**src/idm_defs.svh**
```systemverilog
`ifndef IDM_DEFS_SVH
`define IDM_DEFS_SVH

// Register addresses on the serial port.
`define IDM_ADDR_INT      7'h04
`define IDM_ADDR_DYN      7'h05
`define IDM_ADDR_SWRST    7'h08

// Interrupt manager fields.
`define IDM_FIT_HI        23
`define IDM_FIT_LO        19
`define IDM_RCLR_BIT      6
`define IDM_RWCLR_HI      5
`define IDM_RWCLR_LO      4
`define IDM_SCLR_BIT      2
`define IDM_RATE_HI       1
`define IDM_RATE_LO       0

// Dynamic mode fields.
`define IDM_MODE_HI       23
`define IDM_MODE_LO       22
`define IDM_TH_HI         21
`define IDM_TH_LO         16

// Reset values.
`define IDM_FIT_RST       5'h0F
`define IDM_RCLR_RST      1'h0
`define IDM_RWCLR_RST     2'h0
`define IDM_SCLR_RST      1'h1
`define IDM_RATE_RST      2'h0
`define IDM_MODE_RST      2'h0
`define IDM_TH_RST        6'h3F

// Threshold scale is 2048, a left shift by eleven.
`define IDM_TH_SHIFT      11

// Serial frame shape.
`define IDM_HDR_LAST      6'h07
`define IDM_FRAME_LAST    6'h1F
`define IDM_DATA_ZERO     24'h000000

// Timing.
`define IDM_CLK_HZ        100000000
`define IDM_SAT_MS        125
`define IDM_HOLD_MS       500
`define IDM_MS_PER_S      1000

`endif

```
**src/idm_pkg.sv**
```systemverilog
package idm_pkg;

    typedef enum logic [1:0]
    {
        IDM_FAST_OFF    = 2'h0,
        IDM_FAST_MANUAL = 2'h1,
        IDM_FAST_AUTO   = 2'h2,
        IDM_FAST_RSVD   = 2'h3
    } idm_fast_e;

    typedef enum logic [1:0]
    {
        IDM_RW_ON_STATUS = 2'h0,
        IDM_RW_ON_BEAT   = 2'h1,
        IDM_RW_SELF      = 2'h2,
        IDM_RW_RSVD      = 2'h3
    } idm_rwclr_e;

    // Gray order along idle, watch, hold.
    typedef enum logic [1:0]
    {
        IDM_AR_IDLE  = 2'h0,
        IDM_AR_WATCH = 2'h1,
        IDM_AR_HOLD  = 2'h3
    } idm_ar_e;

endpackage

```
**src/idm_top.sv**
```systemverilog
`timescale 1ns/1ns
`include "idm_defs.svh"
module idm_top
    import idm_pkg::*;
#(
    parameter int          CNT_W       = 26,
    parameter int          PER_W       = 20,
    parameter int unsigned SAT_CYCLES  =
        `IDM_SAT_MS * (`IDM_CLK_HZ / `IDM_MS_PER_S),
    parameter int unsigned HOLD_CYCLES =
        `IDM_HOLD_MS * (`IDM_CLK_HZ / `IDM_MS_PER_S),
    parameter logic [6:0]  STATUS_ADDR = 7'h01,
    parameter logic [6:0]  BEAT_ADDR   = 7'h25
)
(
    // Clock and reset.
    input  wire logic               clk,
    input  wire logic               rst_n,
    // Serial port pins.
    input  wire logic               sclk,
    input  wire logic               csb_n,
    input  wire logic               sdi,
    output logic                    sdo,
    output logic                    sdo_oe,
    // Datapath events and levels.
    input  wire logic               sample_tick,
    input  wire logic               rwave_detect,
    input  wire logic signed [17:0] ecg_out,
    input  wire logic [5:0]         fifo_count,
    // Interrupt enables from the enable register.
    input  wire logic               en_fifo_irq,
    input  wire logic               en_recovery_irq,
    input  wire logic               en_rwave_irq,
    input  wire logic               en_sample_pulse,
    // Interrupt terms and outputs.
    output logic                    fifo_threshold_irq,
    output logic                    recovery_irq,
    output logic                    rwave_irq,
    output logic                    sample_pulse,
    output logic                    irq_n,
    output logic                    hpf_bypass,
    output logic                    soft_reset_out
);

    localparam logic [CNT_W-1:0] SAT_LIM  = CNT_W'(SAT_CYCLES);
    localparam logic [CNT_W-1:0] HOLD_LIM = CNT_W'(HOLD_CYCLES - 1);

    function automatic logic hit(input logic done, input logic rd,
                                 input logic [6:0] a, input logic [6:0] t,
                                 input logic want_rd);
        hit = done && (rd == want_rd) && (a == t);
    endfunction

    function automatic logic [3:0] rate_mask(input logic [1:0] code);
        case (code)
            2'h0:    rate_mask = 4'h0;
            2'h1:    rate_mask = 4'h1;
            2'h2:    rate_mask = 4'h3;
            default: rate_mask = 4'hF;
        endcase
    endfunction

    logic [2:0]  lvl;
    logic [6:0]  cmd_addr;
    logic        cmd_read;
    logic        hdr_done;
    logic [23:0] wr_data;
    logic        frame_done;
    logic [23:0] rd_data;
    logic        rd_own;

    idm_pin_sync #(.W(3)) u_sync
    (
        .clk     (clk),
        .rst_n   (rst_n),
        .pin_in  ({sdi, csb_n, sclk}),
        .rst_val (3'h2),
        .lvl_out (lvl)
    );

    idm_spi_slave u_spi
    (
        .clk        (clk),
        .rst_n      (rst_n),
        .sclk_lvl   (lvl[0]),
        .csb_n_lvl  (lvl[1]),
        .sdi_lvl    (lvl[2]),
        .rd_data    (rd_data),
        .rd_own     (rd_own),
        .cmd_addr   (cmd_addr),
        .cmd_read   (cmd_read),
        .hdr_done   (hdr_done),
        .wr_data    (wr_data),
        .frame_done (frame_done),
        .sdo        (sdo),
        .sdo_oe     (sdo_oe)
    );

    // Configuration registers.
    logic [4:0] fit_reg,   fit_next;
    logic       rclr_reg,  rclr_next;
    logic [1:0] rwclr_reg, rwclr_next;
    logic       sclr_reg,  sclr_next;
    logic [1:0] rate_reg,  rate_next;
    logic [1:0] mode_reg,  mode_next;
    logic [5:0] th_reg,    th_next;
    logic       swrst_reg, swrst_next;
    logic       wr_int, wr_dyn, rd_status, rd_beat;

    assign wr_int    = hit(frame_done, cmd_read, cmd_addr, `IDM_ADDR_INT, 1'b0);
    assign wr_dyn    = hit(frame_done, cmd_read, cmd_addr, `IDM_ADDR_DYN, 1'b0);
    assign rd_status = hit(frame_done, cmd_read, cmd_addr, STATUS_ADDR, 1'b1);
    assign rd_beat   = hit(frame_done, cmd_read, cmd_addr, BEAT_ADDR, 1'b1);

    // Fields not listed never store and read back as zero.
    always_comb
    begin
        rd_data = '0;
        rd_own  = 1'b0;
        if (cmd_addr == `IDM_ADDR_INT)
        begin
            rd_own = 1'b1;
            rd_data[`IDM_FIT_HI:`IDM_FIT_LO]     = fit_reg;
            rd_data[`IDM_RCLR_BIT]               = rclr_reg;
            rd_data[`IDM_RWCLR_HI:`IDM_RWCLR_LO] = rwclr_reg;
            rd_data[`IDM_SCLR_BIT]               = sclr_reg;
            rd_data[`IDM_RATE_HI:`IDM_RATE_LO]   = rate_reg;
        end
        else if (cmd_addr == `IDM_ADDR_DYN)
        begin
            rd_own = 1'b1;
            rd_data[`IDM_MODE_HI:`IDM_MODE_LO] = mode_reg;
            rd_data[`IDM_TH_HI:`IDM_TH_LO]     = th_reg;
        end
    end

    always_comb
    begin
        fit_next   = fit_reg;
        rclr_next  = rclr_reg;
        rwclr_next = rwclr_reg;
        sclr_next  = sclr_reg;
        rate_next  = rate_reg;
        mode_next  = mode_reg;
        th_next    = th_reg;
        swrst_next = hit(frame_done, cmd_read, cmd_addr, `IDM_ADDR_SWRST,
                         1'b0) && (wr_data == `IDM_DATA_ZERO);
        if (wr_int)
        begin
            fit_next   = wr_data[`IDM_FIT_HI:`IDM_FIT_LO];
            rclr_next  = wr_data[`IDM_RCLR_BIT];
            rwclr_next = wr_data[`IDM_RWCLR_HI:`IDM_RWCLR_LO];
            sclr_next  = wr_data[`IDM_SCLR_BIT];
            rate_next  = wr_data[`IDM_RATE_HI:`IDM_RATE_LO];
        end
        // No resync or FIFO flush follows a mode change.
        if (wr_dyn)
        begin
            mode_next = wr_data[`IDM_MODE_HI:`IDM_MODE_LO];
            th_next   = wr_data[`IDM_TH_HI:`IDM_TH_LO];
        end
        if (swrst_reg)
        begin
            fit_next   = `IDM_FIT_RST;
            rclr_next  = `IDM_RCLR_RST;
            rwclr_next = `IDM_RWCLR_RST;
            sclr_next  = `IDM_SCLR_RST;
            rate_next  = `IDM_RATE_RST;
            mode_next  = `IDM_MODE_RST;
            th_next    = `IDM_TH_RST;
        end
    end

    always_ff @(posedge clk or negedge rst_n)
    begin
        if (!rst_n)
        begin
            fit_reg   <= `IDM_FIT_RST;
            rclr_reg  <= `IDM_RCLR_RST;
            rwclr_reg <= `IDM_RWCLR_RST;
            sclr_reg  <= `IDM_SCLR_RST;
            rate_reg  <= `IDM_RATE_RST;
            mode_reg  <= `IDM_MODE_RST;
            th_reg    <= `IDM_TH_RST;
            swrst_reg <= 1'b0;
        end
        else
        begin
            fit_reg   <= fit_next;
            rclr_reg  <= rclr_next;
            rwclr_reg <= rwclr_next;
            sclr_reg  <= sclr_next;
            rate_reg  <= rate_next;
            mode_reg  <= mode_next;
            th_reg    <= th_next;
            swrst_reg <= swrst_next;
        end
    end

    // Fast recovery engine.
    idm_ar_e          ar_reg,  ar_next;
    logic [CNT_W-1:0] cnt_reg, cnt_next;
    logic [17:0]      th_pos;
    logic             saturated;
    logic             auto_mode;
    logic             active_next;

    assign th_pos    = 18'(th_reg) << `IDM_TH_SHIFT;
    assign saturated = (ecg_out > $signed(th_pos))
                    || (ecg_out < -$signed(th_pos));
    assign auto_mode = (mode_reg == IDM_FAST_AUTO);

    always_comb
    begin
        ar_next  = ar_reg;
        cnt_next = cnt_reg;
        case (ar_reg)
            IDM_AR_IDLE:
            begin
                cnt_next = '0;
                if (auto_mode && saturated)
                begin
                    ar_next = IDM_AR_WATCH;
                end
            end
            IDM_AR_WATCH:
            begin
                cnt_next = cnt_reg + 1'b1;
                if (!auto_mode || !saturated)
                begin
                    ar_next = IDM_AR_IDLE;
                end
                else if (cnt_reg == SAT_LIM)
                begin
                    ar_next  = IDM_AR_HOLD;
                    cnt_next = '0;
                end
            end
            IDM_AR_HOLD:
            begin
                cnt_next = cnt_reg + 1'b1;
                if (!auto_mode || cnt_reg == HOLD_LIM)
                begin
                    ar_next = IDM_AR_IDLE;
                end
            end
            default:
            begin
                ar_next = IDM_AR_IDLE;
            end
        endcase
        if (swrst_reg)
        begin
            ar_next  = IDM_AR_IDLE;
            cnt_next = '0;
        end
        // Reserved code three acts as normal mode.
        case (mode_next)
            IDM_FAST_MANUAL: active_next = 1'b1;
            IDM_FAST_AUTO:   active_next = (ar_next == IDM_AR_HOLD);
            default:         active_next = 1'b0;
        endcase
        if (swrst_reg)
        begin
            active_next = 1'b0;
        end
    end

    always_ff @(posedge clk or negedge rst_n)
    begin
        if (!rst_n)
        begin
            ar_reg     <= IDM_AR_IDLE;
            cnt_reg    <= '0;
            hpf_bypass <= 1'b0;
        end
        else
        begin
            ar_reg     <= ar_next;
            cnt_reg    <= cnt_next;
            hpf_bypass <= active_next;
        end
    end

    // Sample period measurement, divider and interrupt terms.
    logic [PER_W-1:0] per_cnt_reg, per_cnt_next;
    logic [PER_W-1:0] period_reg,  period_next;
    logic [PER_W-1:0] age_reg,     age_next;
    logic [PER_W-1:0] quarter;
    logic [3:0]       div_reg,     div_next;
    logic             rw_armed_reg, rw_armed_next;
    logic             fifo_next, rec_next, rw_next, sample_pulse_next;
    logic             rec_rise;

    assign quarter  = (period_reg >> 2) == '0 ? PER_W'(1) : period_reg >> 2;
    assign rec_rise = active_next && !hpf_bypass;

    always_comb
    begin
        per_cnt_next = (&per_cnt_reg) ? per_cnt_reg : per_cnt_reg + 1'b1;
        period_next  = period_reg;
        div_next     = div_reg;
        age_next     = sample_pulse ? age_reg + 1'b1 : '0;
        sample_pulse_next    = sample_pulse;
        if (sample_pulse && sclr_reg && (age_reg + 1'b1 >= quarter))
        begin
            sample_pulse_next = 1'b0;
        end
        if (sample_pulse && !sclr_reg && rd_status)
        begin
            sample_pulse_next = 1'b0;
        end
        if (sample_tick)
        begin
            period_next  = per_cnt_reg + 1'b1;
            per_cnt_next = '0;
            div_next     = div_reg + 4'h1;
            if ((div_reg & rate_mask(rate_reg)) == 4'h0)
            begin
                sample_pulse_next = 1'b1;
                age_next  = '0;
            end
        end
        // Threshold plus one, compared in six bits to cover 32.
        fifo_next = fifo_count >= ({1'b0, fit_reg} + 6'h01);
        rec_next  = recovery_irq;
        if (rd_status && (rclr_reg || !active_next))
        begin
            rec_next = 1'b0;
        end
        if (rec_rise || (!rclr_reg && active_next))
        begin
            rec_next = 1'b1;
        end
        rw_next       = rwave_irq;
        rw_armed_next = rw_armed_reg;
        case (rwclr_reg)
            IDM_RW_ON_BEAT: if (rd_beat) rw_next = 1'b0;
            IDM_RW_SELF:
            begin
                if (sample_tick && rw_armed_reg)
                begin
                    rw_next = 1'b0;
                end
            end
            default: if (rd_status) rw_next = 1'b0;
        endcase
        if (sample_tick)
        begin
            rw_armed_next = rwave_irq;
        end
        if (rwave_detect)
        begin
            rw_next       = 1'b1;
            rw_armed_next = 1'b0;
        end
        if (swrst_reg)
        begin
            per_cnt_next  = '0;
            period_next   = '0;
            div_next      = '0;
            age_next      = '0;
            sample_pulse_next     = 1'b0;
            fifo_next     = 1'b0;
            rec_next      = 1'b0;
            rw_next       = 1'b0;
            rw_armed_next = 1'b0;
        end
    end

    always_ff @(posedge clk or negedge rst_n)
    begin
        if (!rst_n)
        begin
            per_cnt_reg        <= '0;
            period_reg         <= '0;
            age_reg            <= '0;
            div_reg            <= '0;
            rw_armed_reg       <= 1'b0;
            fifo_threshold_irq <= 1'b0;
            recovery_irq       <= 1'b0;
            rwave_irq          <= 1'b0;
            sample_pulse       <= 1'b0;
            irq_n              <= 1'b1;
            soft_reset_out     <= 1'b0;
        end
        else
        begin
            per_cnt_reg        <= per_cnt_next;
            period_reg         <= period_next;
            age_reg            <= age_next;
            div_reg            <= div_next;
            rw_armed_reg       <= rw_armed_next;
            fifo_threshold_irq <= fifo_next;
            recovery_irq       <= rec_next;
            rwave_irq          <= rw_next;
            sample_pulse       <= sample_pulse_next;
            irq_n              <= ~((en_fifo_irq && fifo_next)
                               || (en_recovery_irq && rec_next)
                               || (en_rwave_irq && rw_next)
                               || (en_sample_pulse && sample_pulse_next));
            soft_reset_out     <= swrst_reg;
        end
    end

endmodule

```
**src/idm_pin_sync.sv**
```systemverilog
`timescale 1ns/1ns
module idm_pin_sync
#(
    parameter int W = 3
)
(
    // Clock and reset.
    input  wire logic         clk,
    input  wire logic         rst_n,
    // Pins and filtered levels.
    input  wire logic [W-1:0] pin_in,
    input  wire logic [W-1:0] rst_val,
    output logic      [W-1:0] lvl_out
);

    logic [W-1:0] s1_reg;
    logic [W-1:0] s2_reg;
    logic [W-1:0] s3_reg;
    logic [W-1:0] lvl_next;
    logic [1:0]   init_reg;
    logic [1:0]   init_next;

    always_comb
    begin
        lvl_next  = lvl_out;
        init_next = init_reg;
        for (int i = 0; i < W; i++)
        begin
            if (s2_reg[i] == s3_reg[i])
            begin
                lvl_next[i] = s3_reg[i];
            end
        end
        // Reset leaves zeros in the chain, so the reset level is held until
        // the third flop carries a real pin sample; this avoids a false select.
        if (!(&init_reg))
        begin
            lvl_next  = rst_val;
            init_next = init_reg + 2'h1;
        end
    end

    // The reset value is taken by a clocked load so no port feeds the reset.
    always_ff @(posedge clk or negedge rst_n)
    begin
        if (!rst_n)
        begin
            s1_reg   <= '0;
            s2_reg   <= '0;
            s3_reg   <= '0;
            lvl_out  <= '0;
            init_reg <= '0;
        end
        else
        begin
            s1_reg   <= pin_in;
            s2_reg   <= s1_reg;
            s3_reg   <= s2_reg;
            lvl_out  <= lvl_next;
            init_reg <= init_next;
        end
    end

endmodule

```
**src/idm_spi_slave.sv**
```systemverilog
`timescale 1ns/1ns
`include "idm_defs.svh"
module idm_spi_slave
(
    // Clock and reset.
    input  wire logic        clk,
    input  wire logic        rst_n,
    // Filtered serial levels.
    input  wire logic        sclk_lvl,
    input  wire logic        csb_n_lvl,
    input  wire logic        sdi_lvl,
    // Read data from the register file.
    input  wire logic [23:0] rd_data,
    input  wire logic        rd_own,
    // Decoded frame.
    output logic      [6:0]  cmd_addr,
    output logic             cmd_read,
    output logic             hdr_done,
    output logic      [23:0] wr_data,
    output logic             frame_done,
    // Serial out.
    output logic             sdo,
    output logic             sdo_oe
);

    logic        sclk_q_reg;
    logic [5:0]  cnt_reg;
    logic [5:0]  cnt_next;
    logic [31:0] in_reg;
    logic [31:0] in_next;
    logic [23:0] out_reg;
    logic [23:0] out_next;
    logic [6:0]  addr_next;
    logic        read_next;
    logic        hdr_next;
    logic [23:0] wr_next;
    logic        done_next;
    logic        sdo_next;
    logic        oe_next;
    logic        rise;
    logic        fall;

    assign rise = sclk_lvl & ~sclk_q_reg;
    assign fall = ~sclk_lvl & sclk_q_reg;

    always_comb
    begin
        cnt_next  = cnt_reg;
        in_next   = in_reg;
        out_next  = out_reg;
        addr_next = cmd_addr;
        read_next = cmd_read;
        hdr_next  = 1'b0;
        wr_next   = wr_data;
        done_next = 1'b0;
        sdo_next  = sdo;
        oe_next   = sdo_oe;
        if (csb_n_lvl)
        begin
            cnt_next = '0;
            oe_next  = 1'b0;
        end
        else
        begin
            if (rise)
            begin
                in_next  = {in_reg[30:0], sdi_lvl};
                cnt_next = cnt_reg + 6'h01;
                if (cnt_reg == `IDM_HDR_LAST)
                begin
                    addr_next = in_reg[6:0];
                    read_next = sdi_lvl;
                    hdr_next  = 1'b1;
                end
                if (cnt_reg == `IDM_FRAME_LAST)
                begin
                    wr_next   = {in_reg[22:0], sdi_lvl};
                    done_next = 1'b1;
                    cnt_next  = '0;
                end
            end
            // Only registers of this block are driven; other units answer
            // for their own addresses.
            if (hdr_done && cmd_read && rd_own)
            begin
                out_next = rd_data;
                oe_next  = 1'b1;
            end
            else if (fall && sdo_oe)
            begin
                sdo_next = out_reg[23];
                out_next = {out_reg[22:0], 1'b0};
            end
        end
    end

    always_ff @(posedge clk or negedge rst_n)
    begin
        if (!rst_n)
        begin
            sclk_q_reg <= 1'b0;
            cnt_reg    <= '0;
            in_reg     <= '0;
            out_reg    <= '0;
            cmd_addr   <= '0;
            cmd_read   <= 1'b0;
            hdr_done   <= 1'b0;
            wr_data    <= '0;
            frame_done <= 1'b0;
            sdo        <= 1'b0;
            sdo_oe     <= 1'b0;
        end
        else
        begin
            sclk_q_reg <= sclk_lvl;
            cnt_reg    <= cnt_next;
            in_reg     <= in_next;
            out_reg    <= out_next;
            cmd_addr   <= addr_next;
            cmd_read   <= read_next;
            hdr_done   <= hdr_next;
            wr_data    <= wr_next;
            frame_done <= done_next;
            sdo        <= sdo_next;
            sdo_oe     <= oe_next;
        end
    end

endmodule

```
**config.mk**
```make
export PLATFORM = sky130hd
export DESIGN_NAME = idm_top
export DESIGN_NICKNAME = d
export VERILOG_FILES = /design/src/idm_pkg.sv /design/src/idm_top.sv /design/src/idm_pin_sync.sv /design/src/idm_spi_slave.sv
export VERILOG_INCLUDE_DIRS = /design/src
export SDC_FILE = /design/constraint.sdc
export NUM_CORES = 1
export LEC_CHECK = 0
export BUFFER_PORTS_ARGS = -buffer_cell sky130_fd_sc_hd__buf_2
export CAP_MARGIN = 25
export CORE_UTILIZATION = 46
export DETAILED_ROUTE_END_ITERATION = 7
export MAX_ROUTING_LAYER = met4
export PLACE_DENSITY = 0.65
export RECOVER_POWER = 50
export SYNTH_ARGS = -nofsm -noshare
export SYNTH_HDL_FRONTEND = slang
export SYNTH_SLANG_ARGS = --single-unit
```
**constraint.sdc**
```tcl
create_clock -name clk -period 3.7 [get_ports clk]
set_clock_uncertainty 0.2 [all_clocks]
set_input_delay 0.37 -clock clk [delete_from_list [all_inputs] [get_ports clk]]
set_output_delay 0.37 -clock clk [all_outputs]
set_load 0.05 [all_outputs]
```
=== After elaboration in Yosys (flattened, before gate mapping) ===
Index checks and enable logic that the tools add are counted.

* Register bits after elaboration: 224
* Bits in latches: 0
* Memory bits (writable): 0
* Bits in read-only memories: 0
* Input port bits: 35
* Logic and storage cells: 227
* Memories: 0

* Add/sub/neg operators: 8
* Multipliers: 0
* Divide/modulo/power cells: 0
* Order comparisons: 4
* Equality and inequality tests: 26
* Shift operators: 0
* Multiplexer cells: 82
* Bitwise operators: 9
* Reductions and logical operators: 58

{| class="wikitable"
|+ Operator list
! operator !! number
|-
| $mux 20 || 9
|-
| $mux 26 || 3
|-
| $pmux 26 s3 || 1
|-
| $mux 24 || 2
|-
| $add 20x1->20 const B || 2
|-
| $mux 1 || 35
|-
| $mux 6 || 5
|-
| $add 26x1->26 const B || 1
|-
| $eq 26x24->1 const B || 1
|-
| $eq 26x26->1 const B || 1
|-
| $logic_and 1x1->1 || 24
|-
| $logic_not 24->1 || 1
|-
| $mux 2 || 11
|-
| $ge 20x18->1 || 1
|-
| $logic_not 20->1 || 1
|-
| $reduce_and 20->1 || 1
|-
| $gt 18x18->1 || 1
|-
| $lt 18x18->1 || 1
|-
| $mux 18 || 1
|-
| $neg 17->18 || 1
|-
| $mux 5 || 3
|-
| $eq 7x3->1 const B || 2
|-
| $eq 2x2->1 const B || 6
|-
| $mux 3 || 4
|-
| 31 further kinds || 69
|}

=== Longest topological paths before layout ===
Gate-level depths: netlist of the first run.

* Depth after elaboration: 22
* Mapped depth: 14
* Gate-level depth less buffers: 13

=== Hierarchy ===
Synthesis of the first run repeated with hierarchy kept, for this count alone.

* Cells, all modules: 1104
* Area total of the unflattened synthesis: 11626.2 um^2

{| class="wikitable"
|+ Modules (own cells, without submodules)
! module !! times used !! cells an instance !! area each (um^2) !! sequential area each (um^2)
|-
| idm_top || 1 || 829 || 7465.9 || 2967.8
|-
| idm_spi_slave || 1 || 242 || 3627.2 || 2252.2
|-
| idm_pin_sync || 1 || 33 || 533.0 || 350.3
|}

=== Worst setup path before layout of the first run ===
No wires, ideal clock.

* Path type: register to register
* Start point: register u_spi.cmd_addr[1]
* End point: register irq_n
* Arrival: 2985 ps
* Required time: 3438 ps
* Slack: 454 ps
* Stages on the path, launching flop included: 12
* Buffers on the path: 0
* Path through: dfrtp_1 -> or4b_4 -> nor3_1 -> nand4b_1 -> mux2i_1 -> or2_2 -> ha_1 -> nand3b_1 -> a21oi_1 -> a221o_1 -> a221oi_1 -> o31a_1

* Longest elaborated chain between the ends: 18
* Elaborated cells on any way between the ends: 38
* Classes of those cells: eq/ne (5); mux (16); bitwise (1); reduce/logical (16)

{| class="wikitable"
|+ RTL lines
! what !! line !! RTL
|-
| start, declared || idm_spi_slave.sv:16 || <nowiki>output logic [6:0] cmd_addr,</nowiki>
|-
| start signal, assigned || idm_spi_slave.sv:119 || <nowiki>cmd_addr <= addr_next;</nowiki>
|-
| $eq 7x3->1 || idm_top.sv:51 || <nowiki>hit = done && (rd == want_rd) && (a == t);</nowiki>
|-
| $logic_and 1x1->1 || idm_top.sv:51 ||
|-
| $mux 2 || idm_top.sv:157 || <nowiki>if (wr_dyn)</nowiki>
|-
| $mux 2 || idm_top.sv:162 || <nowiki>if (swrst_reg)</nowiki>
|-
| $eq 2x2->1 or $eq 2x1->1 (tied branches) || idm_top.sv:258 || <nowiki>case (mode_next)</nowiki>
|-
| $pmux 1 s2 || idm_top.sv:258 ||
|-
| $mux 1 || idm_top.sv:263 || <nowiki>if (swrst_reg)</nowiki>
|-
| $logic_not 1->1 || idm_top.sv:327 || <nowiki>if (rd_status && (rclr_reg || !active_next))</nowiki>
|-
| [... 2 more ...] || - ||
|-
| $mux 1 || idm_top.sv:327 ||
|-
| $mux 1 || idm_top.sv:331 || <nowiki>if (rec_rise || (!rclr_reg && active_next))</nowiki>
|-
| $mux 1 || idm_top.sv:357 || <nowiki>if (swrst_reg)</nowiki>
|-
| $logic_and 1x1->1 || idm_top.sv:399 || <nowiki>|| (en_recovery_irq && rec_next)</nowiki>
|-
| $logic_or 1x1->1 || idm_top.sv:399 ||
|-
| $logic_or 1x1->1 || idm_top.sv:400 || <nowiki>|| (en_rwave_irq && rw_next)</nowiki>
|-
| $logic_or 1x1->1 * || idm_top.sv:401 || <nowiki>|| (en_sample_pulse && sample_pulse_next));</nowiki>
|-
| $not 1->1 * || idm_top.sv:398 || <nowiki>irq_n <= ~((en_fifo_irq && fifo_next)</nowiki>
|-
| end signal, assigned || idm_top.sv:398 ||
|-
| end, declared || idm_top.sv:40 || <nowiki>output logic irq_n,</nowiki>
|}

Mark *: on every way between the ends. The rest lies on a longest branch, timed or not.
A chain may end at the register's enable or synchronous reset.

=== Worst setup path after layout of the first run ===
Ends and elaborated chain as after synthesis.

==> implementation parameters, run 1 <==
Parameter                              Value

Status
  Run status    complete, but fails checks
  Violations in the final reports    max-capacitance violations, max-slew violations

Logic synthesis
  Multiplexer share of the synthesized area    slightly below 7%
  Post-synthesis compound-gate area fraction    a little over a tenth
  Share of synthesized cell area in and, or, nand and nor gates    approximately 18%
  XOR/XNOR share of the synthesized area    between 4 and 5%
  Post-synthesis cell count    roughly 1100
  Top-area cell type share of the netlist area    47.81%
  Proportion of register bits with asynchronous set or reset after synthesis    100.0%
  Netlist Area Pre-Place    about 11000 um2
  Average cell area after synthesis    slightly above 10 um2
  Net count of the mapped netlist    approximately 1200
  Synth warnings    0
  Most used DFF post-synth    sky130_fd_sc_hd__dfrtp_1
  Sequential element share of the synthesized area    between 50% and 60%
  Cell type with the largest total area after synthesis    sky130_fd_sc_hd__dfrtp_1
  Synth Register Bits    222
  Number of library cell types mapped by synthesis    63
  Adder-Cell Fraction of Synth Area    around 5.7%
  Number of enable flip-flop cells after synthesis    0
  Combinational family with the most area after synthesis    simple AND/OR/NAND/NOR gates
  Dominant cells by area after synthesis    sky130_fd_sc_hd__dfrtp_1, sky130_fd_sc_hd__ha_1, sky130_fd_sc_hd__mux2_2

Layout
  Flip-flop and latch area    about 5600 um2
  Top library cells by usage in the layout, fill and taps aside    sky130_fd_sc_hd__dfrtp_1, sky130_fd_sc_hd__nand2_1, sky130_fd_sc_hd__nor2_1, sky130_fd_sc_hd__a21oi_1, sky130_fd_sc_hd__inv_1
  Flip-flop count of the largest register after layout    26
  Number of standard cells in the layout, taps in and fillers out    1454
  Final Cell Area    12530 um2
  Synthesis-to-finish area growth    13.99%
  Filler cells    2059
  Nets    roughly 1200
  Most common cell after layout, fill and taps aside    sky130_fd_sc_hd__dfrtp_1
  Area of the multi-input gates    5055 um2
  Post-Route Utilization    53.38%
  Fraction of layout cells with a size suffix above 1    about 15%
  Number of antenna repair diodes    0

Power and ir drop
  Power density over the cells    approximately 440 nW/um2
  Final Total Pwr    roughly 5.5 mW
  Static leakage power    approximately 5.7 nW
  Peak ir drop on the vdd network    0.0004066 V

Global route
  Total routing usage reported by global routing    between 10% and 20%
  Vias in the first global route    between 7000 and 8000
  Pin count of the biggest net entering global routing    106
  Wire length of the first global-routing pass    between 30000 and 40000 um
  Congestion Overflow GR    0
  Antenna violations before repair    0

Die
  Die Y    between 150 and 200 um
  Core area    between 20000 and 25000 um2
  Floorplan die area    24520 um2
  Die extent in x    around 160 um
  Row count    56
  Io pins    between 40 and 50
  Initial core utilization    between 40% and 50%

STA
  Final Hold Vio Count    0
  Worst hold margin    ~0.079 ns
  Least setup slack across all paths after layout    ~0.3 ns
  Number of slew-limit violations in the final report    around 100
  Worst slew slack as a fraction of its limit    -76.56%
  Aggregate negative setup slack    0 ns
  Tightest Pin Transition    around 2.6 ns
  Portion of the clock cycle consumed by the worst path in the final layout    91.65%
  Final Critical Period    ~3.4 ns
  Number of failing setup endpoints in the final timing report    0
  Achievable clock frequency    a little under 0.3 GHz
  RSZ-0062 raised after global routing    no

Min path
  Type of the most critical hold path    input pin to register
  Worst hold endpoint    rw_armed_reg
  Startpoint of the lowest-slack hold path    sample_tick
  Cell depth of the worst min-delay path    3

Critical path
  Reg-to-reg critical path endpoint    irq_n
  Arrival time worst endpoint    roughly 3.7 ns
  Crit path kind    register to register
  Worst reg-to-reg setup slack    a little over 0.3 ns
  Depth of the worst register-to-register path    11
  CP endpoint kind    register
  Maximum fanout count along the critical path    3
  Launching element type of the critical path    register
  Required time of the critical path    just under 4 ns
  Startpoint of the most critical register-to-register path    u_spi.cmd_addr[1]

CTS
  Number of buffers on the longest clock path    3
  Post-CTS Repair Setup Buffers    0
  Root buffer cell    sky130_fd_sc_hd__clkbuf_16
  Clock insertion delay at the later pin of the skew report    about 0.5 ns
  CTS H-Tree Depth    1
  Total CTS buffers    24
  Reg clk slew, reported paths    approximately 0.06 ns
  Number of clock sinks seen by CTS    around 220
  Clock tree from TritonCTS    done

Placed design
  Final weighted congestion in routability-driven placement    roughly 0.85
  Placed cell count    1402
  I/O Buffers    43
  Post-place setup slack    0.2979 ns
  Detailed placement HPWL    15580 um
  Area after detailed placement    between 10000 and 15000 um2

Drt
  First-pass iteration count of the detailed router    6
  Antenna-violating nets left    0
  DRC violations left    0
  Mean number of vias per cell    around 5.3
  Total routed wirelength    between 20000 and 25000 um
  Initial DRC Count    between 400 and 500
  Overall via count from detail_route    around 7700
  Average routed wire per standard cell    around 15 um

Flow run
  Max-Cap Viols    1
[routing by layer]
layer | vias up | routed length, um | share of wire (%) | global-route usage, %
met4 | 0 | 354 | 1.6 | 4.202
met3 | 29 | 628 | 2.8 | 2.686
met1 | 3669 | 11460 | 51 | 29.00
met5 | - | 0 | 0 | -
li1 | 3889 | - | - | -
met2 | 85 | 9844 | 44 | 29.49
[cell type report]
type / count / share of cell area (%)
sequential: 222 / 44.46
multi-input combinational: 749 / 40.34
clock buffer: 34 / 5.582
timing repair buffer: 67 / 3.595
tap: 319 / 3.186
inverter: 53 / 1.588
clock inverter: 10 / 1.248
[Yosys cell counts (23+ instances only)]
library cell,instances
sky130_fd_sc_hd__a21oi_1,58
sky130_fd_sc_hd__nand4_1,23
sky130_fd_sc_hd__nor2_1,84
sky130_fd_sc_hd__inv_1,52
sky130_fd_sc_hd__ha_1,50
sky130_fd_sc_hd__mux2_2,49
sky130_fd_sc_hd__xnor2_1,27
sky130_fd_sc_hd__and3_1,24
sky130_fd_sc_hd__nand3_1,33
sky130_fd_sc_hd__clkbuf_1,34
sky130_fd_sc_hd__xor2_1,27
sky130_fd_sc_hd__o21ai_0,24
sky130_fd_sc_hd__dfrtp_1,210
sky130_fd_sc_hd__nand2_1,108
[cell families after synthesis]
family / Yosys count
multiplexers: 70
adder cells (fa/ha/maj): 50
buffers and inverters: 97
AO/OA/AOI/OAI: 188
AND/OR/NAND/NOR: 387
XOR/XNOR: 54
flip-flops: 222
[where the power goes]
part | internal, mW | switching [mW]
Sequential | 2.54 | 0.109
Combinational | 0.153 | 0.173
Clock | 1.59 | 0.950
Total | 4.29 | 1.23
[worst max-delay path: stages, from the launching register on]
cell	delay, ns
sky130_fd_sc_hd__dfrtp_1	0.39
sky130_fd_sc_hd__or4b_4	0.55
sky130_fd_sc_hd__nor3_1	0.23
sky130_fd_sc_hd__nand4b_1	0.25
sky130_fd_sc_hd__mux2i_1	0.17
sky130_fd_sc_hd__or2_2	0.29
sky130_fd_sc_hd__ha_1	0.31
sky130_fd_sc_hd__nand3b_1	0.11
sky130_fd_sc_hd__a21oi_1	0.08
sky130_fd_sc_hd__a221o_1	0.37
sky130_fd_sc_hd__a221oi_1	0.20
sky130_fd_sc_hd__o31a_1	0.19
[what timing repair did]
action	4_1_cts	5_1_grt
resized for setup	0	2
endpoints found under the setup margin	0	2
hold buffers	8	0
hold endpoints to repair	108	0
[worst max path at each step]
stage / depth (start not counted) / startpoint / slack [ns] / to
after CTS: 13 / age_reg[2] / 0.25 / irq_n
after floorplan: 11 / u_spi.cmd_addr[1] / 0.45 / irq_n
final: 11 / u_spi.cmd_addr[1] / 0.31 / irq_n
after global routing: 3 / rst_n / 0.01 / sample_pulse
after detailed placement: 13 / age_reg[2] / 0.30 / irq_n
after global placement: 11 / th_reg[0] / 0.40 / cnt_reg[20]
Power figures use the tool's default switching activity.
==> inputs of run 2 (changes only) <==
- SYNTH_HIERARCHICAL: default -> 1
==> implementation parameters, run 2 <==
Parameter                              Value

Status
  Run status    complete, but fails checks
  Violations in the final reports    max-capacitance violations, max-slew violations

CTS
  CTS H-Tree Depth    1 (unchanged)
  Number of buffers on the longest clock path    3 (unchanged)
  Clock tree from TritonCTS    done
  Reg clk slew, reported paths    0.06 ns (about the same)
  Number of clock sinks seen by CTS    222 (unchanged)
  Root buffer cell    sky130_fd_sc_hd__clkbuf_16
  Clock insertion delay at the later pin of the skew report    0.53 ns (+0.02 ns)
  Total CTS buffers    25 (+4.2%)

Min path
  Type of the most critical hold path    input pin to register
  Cell depth of the worst min-delay path    4 (+1)
  Worst hold endpoint    irq_n
  Startpoint of the lowest-slack hold path    en_sample_pulse

Global route
  Wire length of the first global-routing pass    41810 um (+8.6%)
  Total routing usage reported by global routing    20.13% (+0.25 points)
  Pin count of the biggest net entering global routing    90 (-15%)
  Congestion Overflow GR    0 (unchanged)
  Antenna violations before repair    0 (unchanged)
  Vias in the first global route    8376 (+9.7%)

Drt
  Antenna-violating nets left    0 (unchanged)
  Initial DRC Count    548 (+14%)
  Overall via count from detail_route    8376 (+9.2%)
  Average routed wire per standard cell    16.17 um (+5.5%)
  Mean number of vias per cell    5.573 (+5.6%)
  First-pass iteration count of the detailed router    5 (-1)
  DRC violations left    0 (unchanged)
  Total routed wirelength    24310 um (+9.0%)

Logic synthesis
  Synth Register Bits    222 (unchanged)
  Post-synthesis cell count    1104 (+3.4%)
  Top-area cell type share of the netlist area    45.20% (-2.6 points)
  Number of enable flip-flop cells after synthesis    0 (unchanged)
  Synth warnings    6 (+6)
  Number of library cell types mapped by synthesis    75 (+19%)
  Dominant cells by area after synthesis    sky130_fd_sc_hd__dfrtp_1, sky130_fd_sc_hd__ha_1, sky130_fd_sc_hd__mux2_2
  Most numerous cell in the Yosys netlist    sky130_fd_sc_hd__dfrtp_1
  Cell type with the largest total area after synthesis    sky130_fd_sc_hd__dfrtp_1
  Synth top cells by count    sky130_fd_sc_hd__dfrtp_1, sky130_fd_sc_hd__nand2_1, sky130_fd_sc_hd__nor2_1
  Proportion of register bits with asynchronous set or reset after synthesis    100.0% (unchanged)
  Netlist Area Pre-Place    11630 um2 (+5.8%)
  Average cell area after synthesis    10.53 um2 (+2.3%)
  Most used DFF post-synth    sky130_fd_sc_hd__dfrtp_1
  Sequential element share of the synthesized area    47.91% (-2.8 points)

STA
  Aggregate negative setup slack    0 ns (unchanged)
  Final Hold Vio Count    0 (unchanged)
  Number of slew-limit violations in the final report    88 (-15%)
  Worst slew slack as a fraction of its limit    -55.07% (+21 points)
  Tightest Pin Transition    2.326 ns (-0.3223 ns)
  RSZ-0062 raised after global routing    no
  Achievable clock frequency    0.2863 GHz (-2.9%)
  Least setup slack across all paths after layout    0.2073 ns (-0.1018 ns)
  Portion of the clock cycle consumed by the worst path in the final layout    94.40% (+2.8 points)
  Worst hold margin    0.01647 ns (-0.06282 ns)
  Final Critical Period    3.493 ns (+0.1018 ns)
  Number of failing setup endpoints in the final timing report    0 (unchanged)

Layout
  Number of standard cells in the layout, taps in and fillers out    1503 (+3.4%)
  Top library cells by usage in the layout, fill and taps aside    sky130_fd_sc_hd__dfrtp_1, sky130_fd_sc_hd__nand2_1, sky130_fd_sc_hd__nor2_1, sky130_fd_sc_hd__inv_1, sky130_fd_sc_hd__ha_1
  Flip-flop count of the largest register after layout    26 (unchanged)
  Post-Route Utilization    53.41% (about the same)
  Synthesis-to-finish area growth    12.71%
  Most common cell after layout, fill and taps aside    sky130_fd_sc_hd__dfrtp_1
  Nets    1247 (+3.7%)
  Number of antenna repair diodes    0 (unchanged)
  Fraction of layout cells with a size suffix above 1    20.19% (+5.3 points)
  Filler cells    2215 (+7.6%)
  Final Cell Area    13100 um2 (+4.6%)

Placed design
  I/O Buffers    43 (unchanged)
  Placed cell count    1451 (+3.5%)
  Area after detailed placement    12250 um2 (+5.5%)
  Final weighted congestion in routability-driven placement    0.8597 (+0.76%)
  Detailed placement HPWL    17060 um (+9.4%)
  Post-place setup slack    0.1851 ns (-0.1128 ns)

Critical path
  Launching element type of the critical path    register
  Required time of the critical path    3.90 ns (-0.06 ns)
  Arrival time worst endpoint    3.69 ns (+0.04 ns)
  Number of buffer and inverter stages on the critical path    1 (+1)
  Top cell family by delay on the critical path    simple AND/OR/NAND/NOR gates
  CP max stage delay    0.56 ns (about the same)
  Crit path kind    register to register
  Worst reg-to-reg setup slack    0.21 ns (-0.10 ns)
  Cell with the largest stage delay on the worst path    sky130_fd_sc_hd__dfstp_2
  CP endpoint kind    register
  Depth of the worst register-to-register path    11 (unchanged)
  Maximum fanout count along the critical path    9 (+6)
  Startpoint of the most critical register-to-register path    th_reg[0]
  Reg-to-reg critical path endpoint    cnt_reg[14]
  Critical path, cell by cell    inv_1, ha_1, nand3_1, nor3_1, ha_1, or4b_1, or3b_1, o31ai_1, a31oi_2, o21a_1, a221o_1
  Most used cell, CP    sky130_fd_sc_hd__ha_1

Die
  Die extent in x    161.0 um (+2.8%)
  Io pins    44 (unchanged)
  Core area    24530 um2 (+4.5%)
  Row count    57 (+1.8%)
  Floorplan die area    25910 um2 (+5.7%)
  Initial core utilization    47.39% (+0.56 points)
  Die Y    161.0 um (+2.8%)

Power and ir drop
  Static leakage power    5.937 nW (+4.1%)
  Final Total Pwr    5.337 mW (-3.3%)
  Power density over the cells    407.3 nW/um2 (-7.6%)
  Proportion of total power due to net switching    23.45% (+1.1 points)
  Total net switching power    1.252 mW (+1.6%)
  Part of the total power dissipated in sequential elements    49.5% (+1.5 points)
  Internal power of the cells    4.085 mW (-4.8%)
  Combinational share of power    6.2% (+0.3 points)
  Power share of the clock group    44.3% (-1.8 points)
  Peak ir drop on the vdd network    0.0003987 V (-2.0%)

Flow run
  Max-Cap Viols    1 (unchanged)
run 2: cell families after synthesis:
logic type / Yosys count / synth area share (%)
mux: 85 / 8.201
xor+xnor: 53 / 3.993
fa+ha+maj: 52 / 5.575
compound gates: 178 / 11.35
simple gates: 405 / 19.16
buf+inv: 107 / 3.745
other cells: 2 / 0.06460
flops: 222 / 47.91
run 2: cell type report:
type	instances	area [um2]	area share, %
clock buffer	35	703.2	5.366
inverter	53	198.9	1.518
sequential	222	5570	42.51
timing repair buffer	69	450.4	3.437
clock inverter	10	81.33	0.6206
tap	324	405.4	3.094
multi-input combinational	790	5694	43.45
run 2: per-layer routing:
| layer | global-route usage, % | share of wire, % | up-vias | wire length, um |
|---|---|---|---|---|
| li1 | - | - | 4107 | - |
| met5 | - | 0 | - | 0 |
| met3 | 2.799 | 4.2 | 36 | 1010 |
| met1 | 27.57 | 47 | 4063 | 11490 |
| met4 | 5.403 | 2.3 | 0 | 567 |
| met2 | 31.43 | 46 | 170 | 11240 |
run 2: how the worst max path moves through the flow:
stage	endpoint	start	slack [ns]	cells after the start
finish	cnt_reg[14]	th_reg[0]	0.21	11
global route	cnt_reg[2]	th_reg[0]	0.02	11
CTS	cnt_reg[14]	th_reg[0]	0.16	11
detailed placement	cnt_reg[14]	th_reg[0]	0.19	11
global placement	cnt_reg[2]	th_reg[0]	0.22	11
floorplan	cnt_reg[20]	th_reg[0]	0.45	12
run 2: what timing repair did:
action	4_1_cts	5_1_grt
hold endpoints to repair	88	0
hold buffers	7	0
endpoints found under the setup margin	0	4
gates resized for setup	0	2
buffers inserted	0	0
run 2: power groups by stage:
stage          Clock, mW  Combinational (mW)  Sequential [mW]
2_1_floorplan          0               0.212             2.65
3_3_place_gp           0               0.323             2.68
3_5_place_dp           0               0.332             2.69
4_1_cts             2.43               0.340             2.64
5_1_grt             2.53               0.388             2.66
6_report            2.37               0.330             2.64
run 2: worst register-to-register path: cells and delay by family, from the launching register on:
kind | cells | cell delay (ns)
buffers and inverters | 1 | 0.07
adder cells (fa/ha/maj) | 2 | 0.51
AO/OA/AOI/OAI | 4 | 1.03
flip-flops | 1 | 0.56
AND/OR/NAND/NOR | 4 | 1.01
==> inputs of run 3 (changes only) <==
- PLACE_DENSITY: 0.65 -> default
==> implementation parameters, run 3 (synthesis results as in run 2) <==
Parameter                              Value

Drt
  Overall via count from detail_route    8328 (-0.57%)
  Average routed wire per standard cell    16.82 um (+4.0%)
  Antenna-violating nets left    0 (unchanged)
  DRC violations left    0 (unchanged)
  Total routed wirelength    25370 um (+4.4%)
  First-pass iteration count of the detailed router    5 (unchanged)
  Initial DRC Count    496 (-9.5%)
  Mean number of vias per cell    5.523 (-0.90%)

STA
  Worst slew slack as a fraction of its limit    -44.30% (+11 points)
  Final Hold Vio Count    0 (unchanged)
  Aggregate negative setup slack    0 ns (unchanged)
  Final Critical Period    3.543 ns (+0.05048 ns)
  Achievable clock frequency    0.2822 GHz (-1.4%)
  Number of slew-limit violations in the final report    120 (+36%)
  Number of failing setup endpoints in the final timing report    0 (unchanged)
  RSZ-0062 raised after global routing    no
  Portion of the clock cycle consumed by the worst path in the final layout    95.76% (+1.4 points)
  Tightest Pin Transition    2.165 ns (-0.1615 ns)

Layout
  Most common cell after layout, fill and taps aside    sky130_fd_sc_hd__dfrtp_1
  Flip-flop count of the largest register after layout    26 (unchanged)
  Number of antenna repair diodes    0 (unchanged)
  Post-Route Utilization    53.74% (+0.33 points)
  Number of standard cells in the layout, taps in and fillers out    1508 (+0.33%)
  Fraction of layout cells with a size suffix above 1    20.78% (+0.59 points)
  Nets    1253 (+0.48%)
  Top library cells by usage in the layout, fill and taps aside    sky130_fd_sc_hd__dfrtp_1, sky130_fd_sc_hd__nand2_1, sky130_fd_sc_hd__nor2_1, sky130_fd_sc_hd__inv_1, sky130_fd_sc_hd__ha_1
  Synthesis-to-finish area growth    13.41%

Critical path
  Crit path kind    register to register
  Maximum fanout count along the critical path    5 (-4)
  Worst reg-to-reg setup slack    0.16 ns (-0.05 ns)
  CP endpoint kind    register
  Startpoint of the most critical register-to-register path    th_reg[0]
  Required time of the critical path    3.91 ns (about the same)
  Arrival time worst endpoint    3.76 ns (+0.07 ns)
  Reg-to-reg critical path endpoint    cnt_reg[2]
  Launching element type of the critical path    register
  Depth of the worst register-to-register path    12 (+1)

Die
  Core area    24530 um2 (unchanged)
  Floorplan die area    25910 um2 (unchanged)
  Row count    57 (unchanged)
  Die Y    161.0 um (unchanged)
  Die extent in x    161.0 um (unchanged)
  Initial core utilization    47.39% (unchanged)
  Io pins    44 (unchanged)

Global route
  Congestion Overflow GR    0 (unchanged)
  Total routing usage reported by global routing    20.93% (+0.80 points)
  Antenna violations before repair    0 (unchanged)
  Vias in the first global route    8329 (-0.56%)
  Wire length of the first global-routing pass    42900 um (+2.6%)
  Pin count of the biggest net entering global routing    86 (-4.4%)

Power and ir drop
  Combinational share of power    6.0% (-0.2 points)
  Power density over the cells    413.2 nW/um2 (+1.4%)
  Final Total Pwr    5.448 mW (+2.1%)
  Total net switching power    1.270 mW (+1.5%)
  Static leakage power    5.977 nW (+0.66%)
  Part of the total power dissipated in sequential elements    48.5% (-1.0 points)
  Proportion of total power due to net switching    23.31% (-0.14 points)
  Peak ir drop on the vdd network    0.0003108 V (-22%)
  Power share of the clock group    45.6% (+1.3 points)
  Internal power of the cells    4.178 mW (+2.3%)

Status
  Run status    complete, but fails checks
  Violations in the final reports    max-capacitance violations, max-slew violations

Min path
  Cell depth of the worst min-delay path    3 (-1)
  Type of the most critical hold path    input pin to register
  Startpoint of the lowest-slack hold path    en_sample_pulse
  Worst hold endpoint    irq_n

CTS
  Clock tree from TritonCTS    done
  CTS H-Tree Depth    1 (unchanged)
  Number of clock sinks seen by CTS    222 (unchanged)
  Number of buffers on the longest clock path    3 (unchanged)
  Total CTS buffers    25 (unchanged)
  Reg clk slew, reported paths    0.06 ns (about the same)
  Root buffer cell    sky130_fd_sc_hd__clkbuf_16
  Clock insertion delay at the later pin of the skew report    0.54 ns (about the same)

Placed design
  I/O Buffers    43 (unchanged)
  Final weighted congestion in routability-driven placement    0.8270 (-3.8%)
  Placed cell count    1455 (+0.28%)
  Detailed placement HPWL    17720 um (+3.9%)

Flow run
  Max-Cap Viols    2 (+1)
-- run 3: layer usage --
layer | part of all wire (%) | GRT usage, % | up-vias
met4 | 2.3 | 5.961 | 0
met1 | 49 | 28.84 | 4047
met5 | 0 | - | -
met2 | 45 | 32.39 | 121
li1 | - | - | 4118
met3 | 3.0 | 2.799 | 42
-- run 3: power by group through the flow --
stage	Sequential [mW]	Combinational [mW]	Clock [mW]
after floorplan	2.65	0.212	0
after CTS	2.64	0.337	2.55
after global placement	2.68	0.322	0
after global routing	2.66	0.379	2.64
final	2.64	0.325	2.48
after detailed placement	2.68	0.331	0
-- run 3: cell type report --
| class | instances | area, um2 |
|---|---|---|
| clock buffer | 36 | 716.9 |
| clock inverter | 8 | 108.9 |
| fill | 2214 | 11350 |
| inverter | 53 | 198.9 |
| multi-input combinational | 790 | 5723 |
| sequential | 222 | 5570 |
| tap | 324 | 405.4 |
| timing repair buffer | 75 | 461.7 |
-- run 3: worst max path at each step --
stage	from	to	slack, ns	cells after the start
4_1_cts	u_spi/cmd_addr[4]	irq_n	0.05	13
3_3_place_gp	th_reg[0]	cnt_reg[14]	0.18	11
3_5_place_dp	th_reg[0]	cnt_reg[2]	0.14	12
6_report	th_reg[0]	cnt_reg[2]	0.16	12
2_1_floorplan	th_reg[0]	cnt_reg[20]	0.45	12
5_1_grt	th_reg[0]	cnt_reg[2]	0.03	12
-- run 3: timing repair --
action	4_1_cts	5_1_grt
buffers inserted	0	2
hold buffers	7	0
endpoints found under the hold margin	81	0
gates resized for setup	0	6
setup endpoints to repair	0	6
-- run 3: stage by stage --
step,worst slack [ns],hold slack [ns],cell area (um2)
after floorplan,0.4538,-0.1256,11680
after global placement,0.1761,0.1314,12260
after detailed placement,0.1353,0.1356,12270
after CTS,0.04954,0.07186,13170
after global routing,0.03139,0.1084,13190
final,0.1568,0.1115,13190
-- run 3: worst max-delay path: stages, from the launching register on --
cell	delay (ns)
sky130_fd_sc_hd__dfstp_2	0.57
sky130_fd_sc_hd__inv_1	0.07
sky130_fd_sc_hd__ha_1	0.23
sky130_fd_sc_hd__nand3_1	0.12
sky130_fd_sc_hd__nor3_1	0.06
sky130_fd_sc_hd__ha_1	0.28
sky130_fd_sc_hd__or4b_1	0.44
sky130_fd_sc_hd__or3b_1	0.40
sky130_fd_sc_hd__o31ai_2	0.22
sky130_fd_sc_hd__a31oi_2	0.11
sky130_fd_sc_hd__buf_4	0.20
sky130_fd_sc_hd__o21a_1	0.22
sky130_fd_sc_hd__a221o_1	0.30
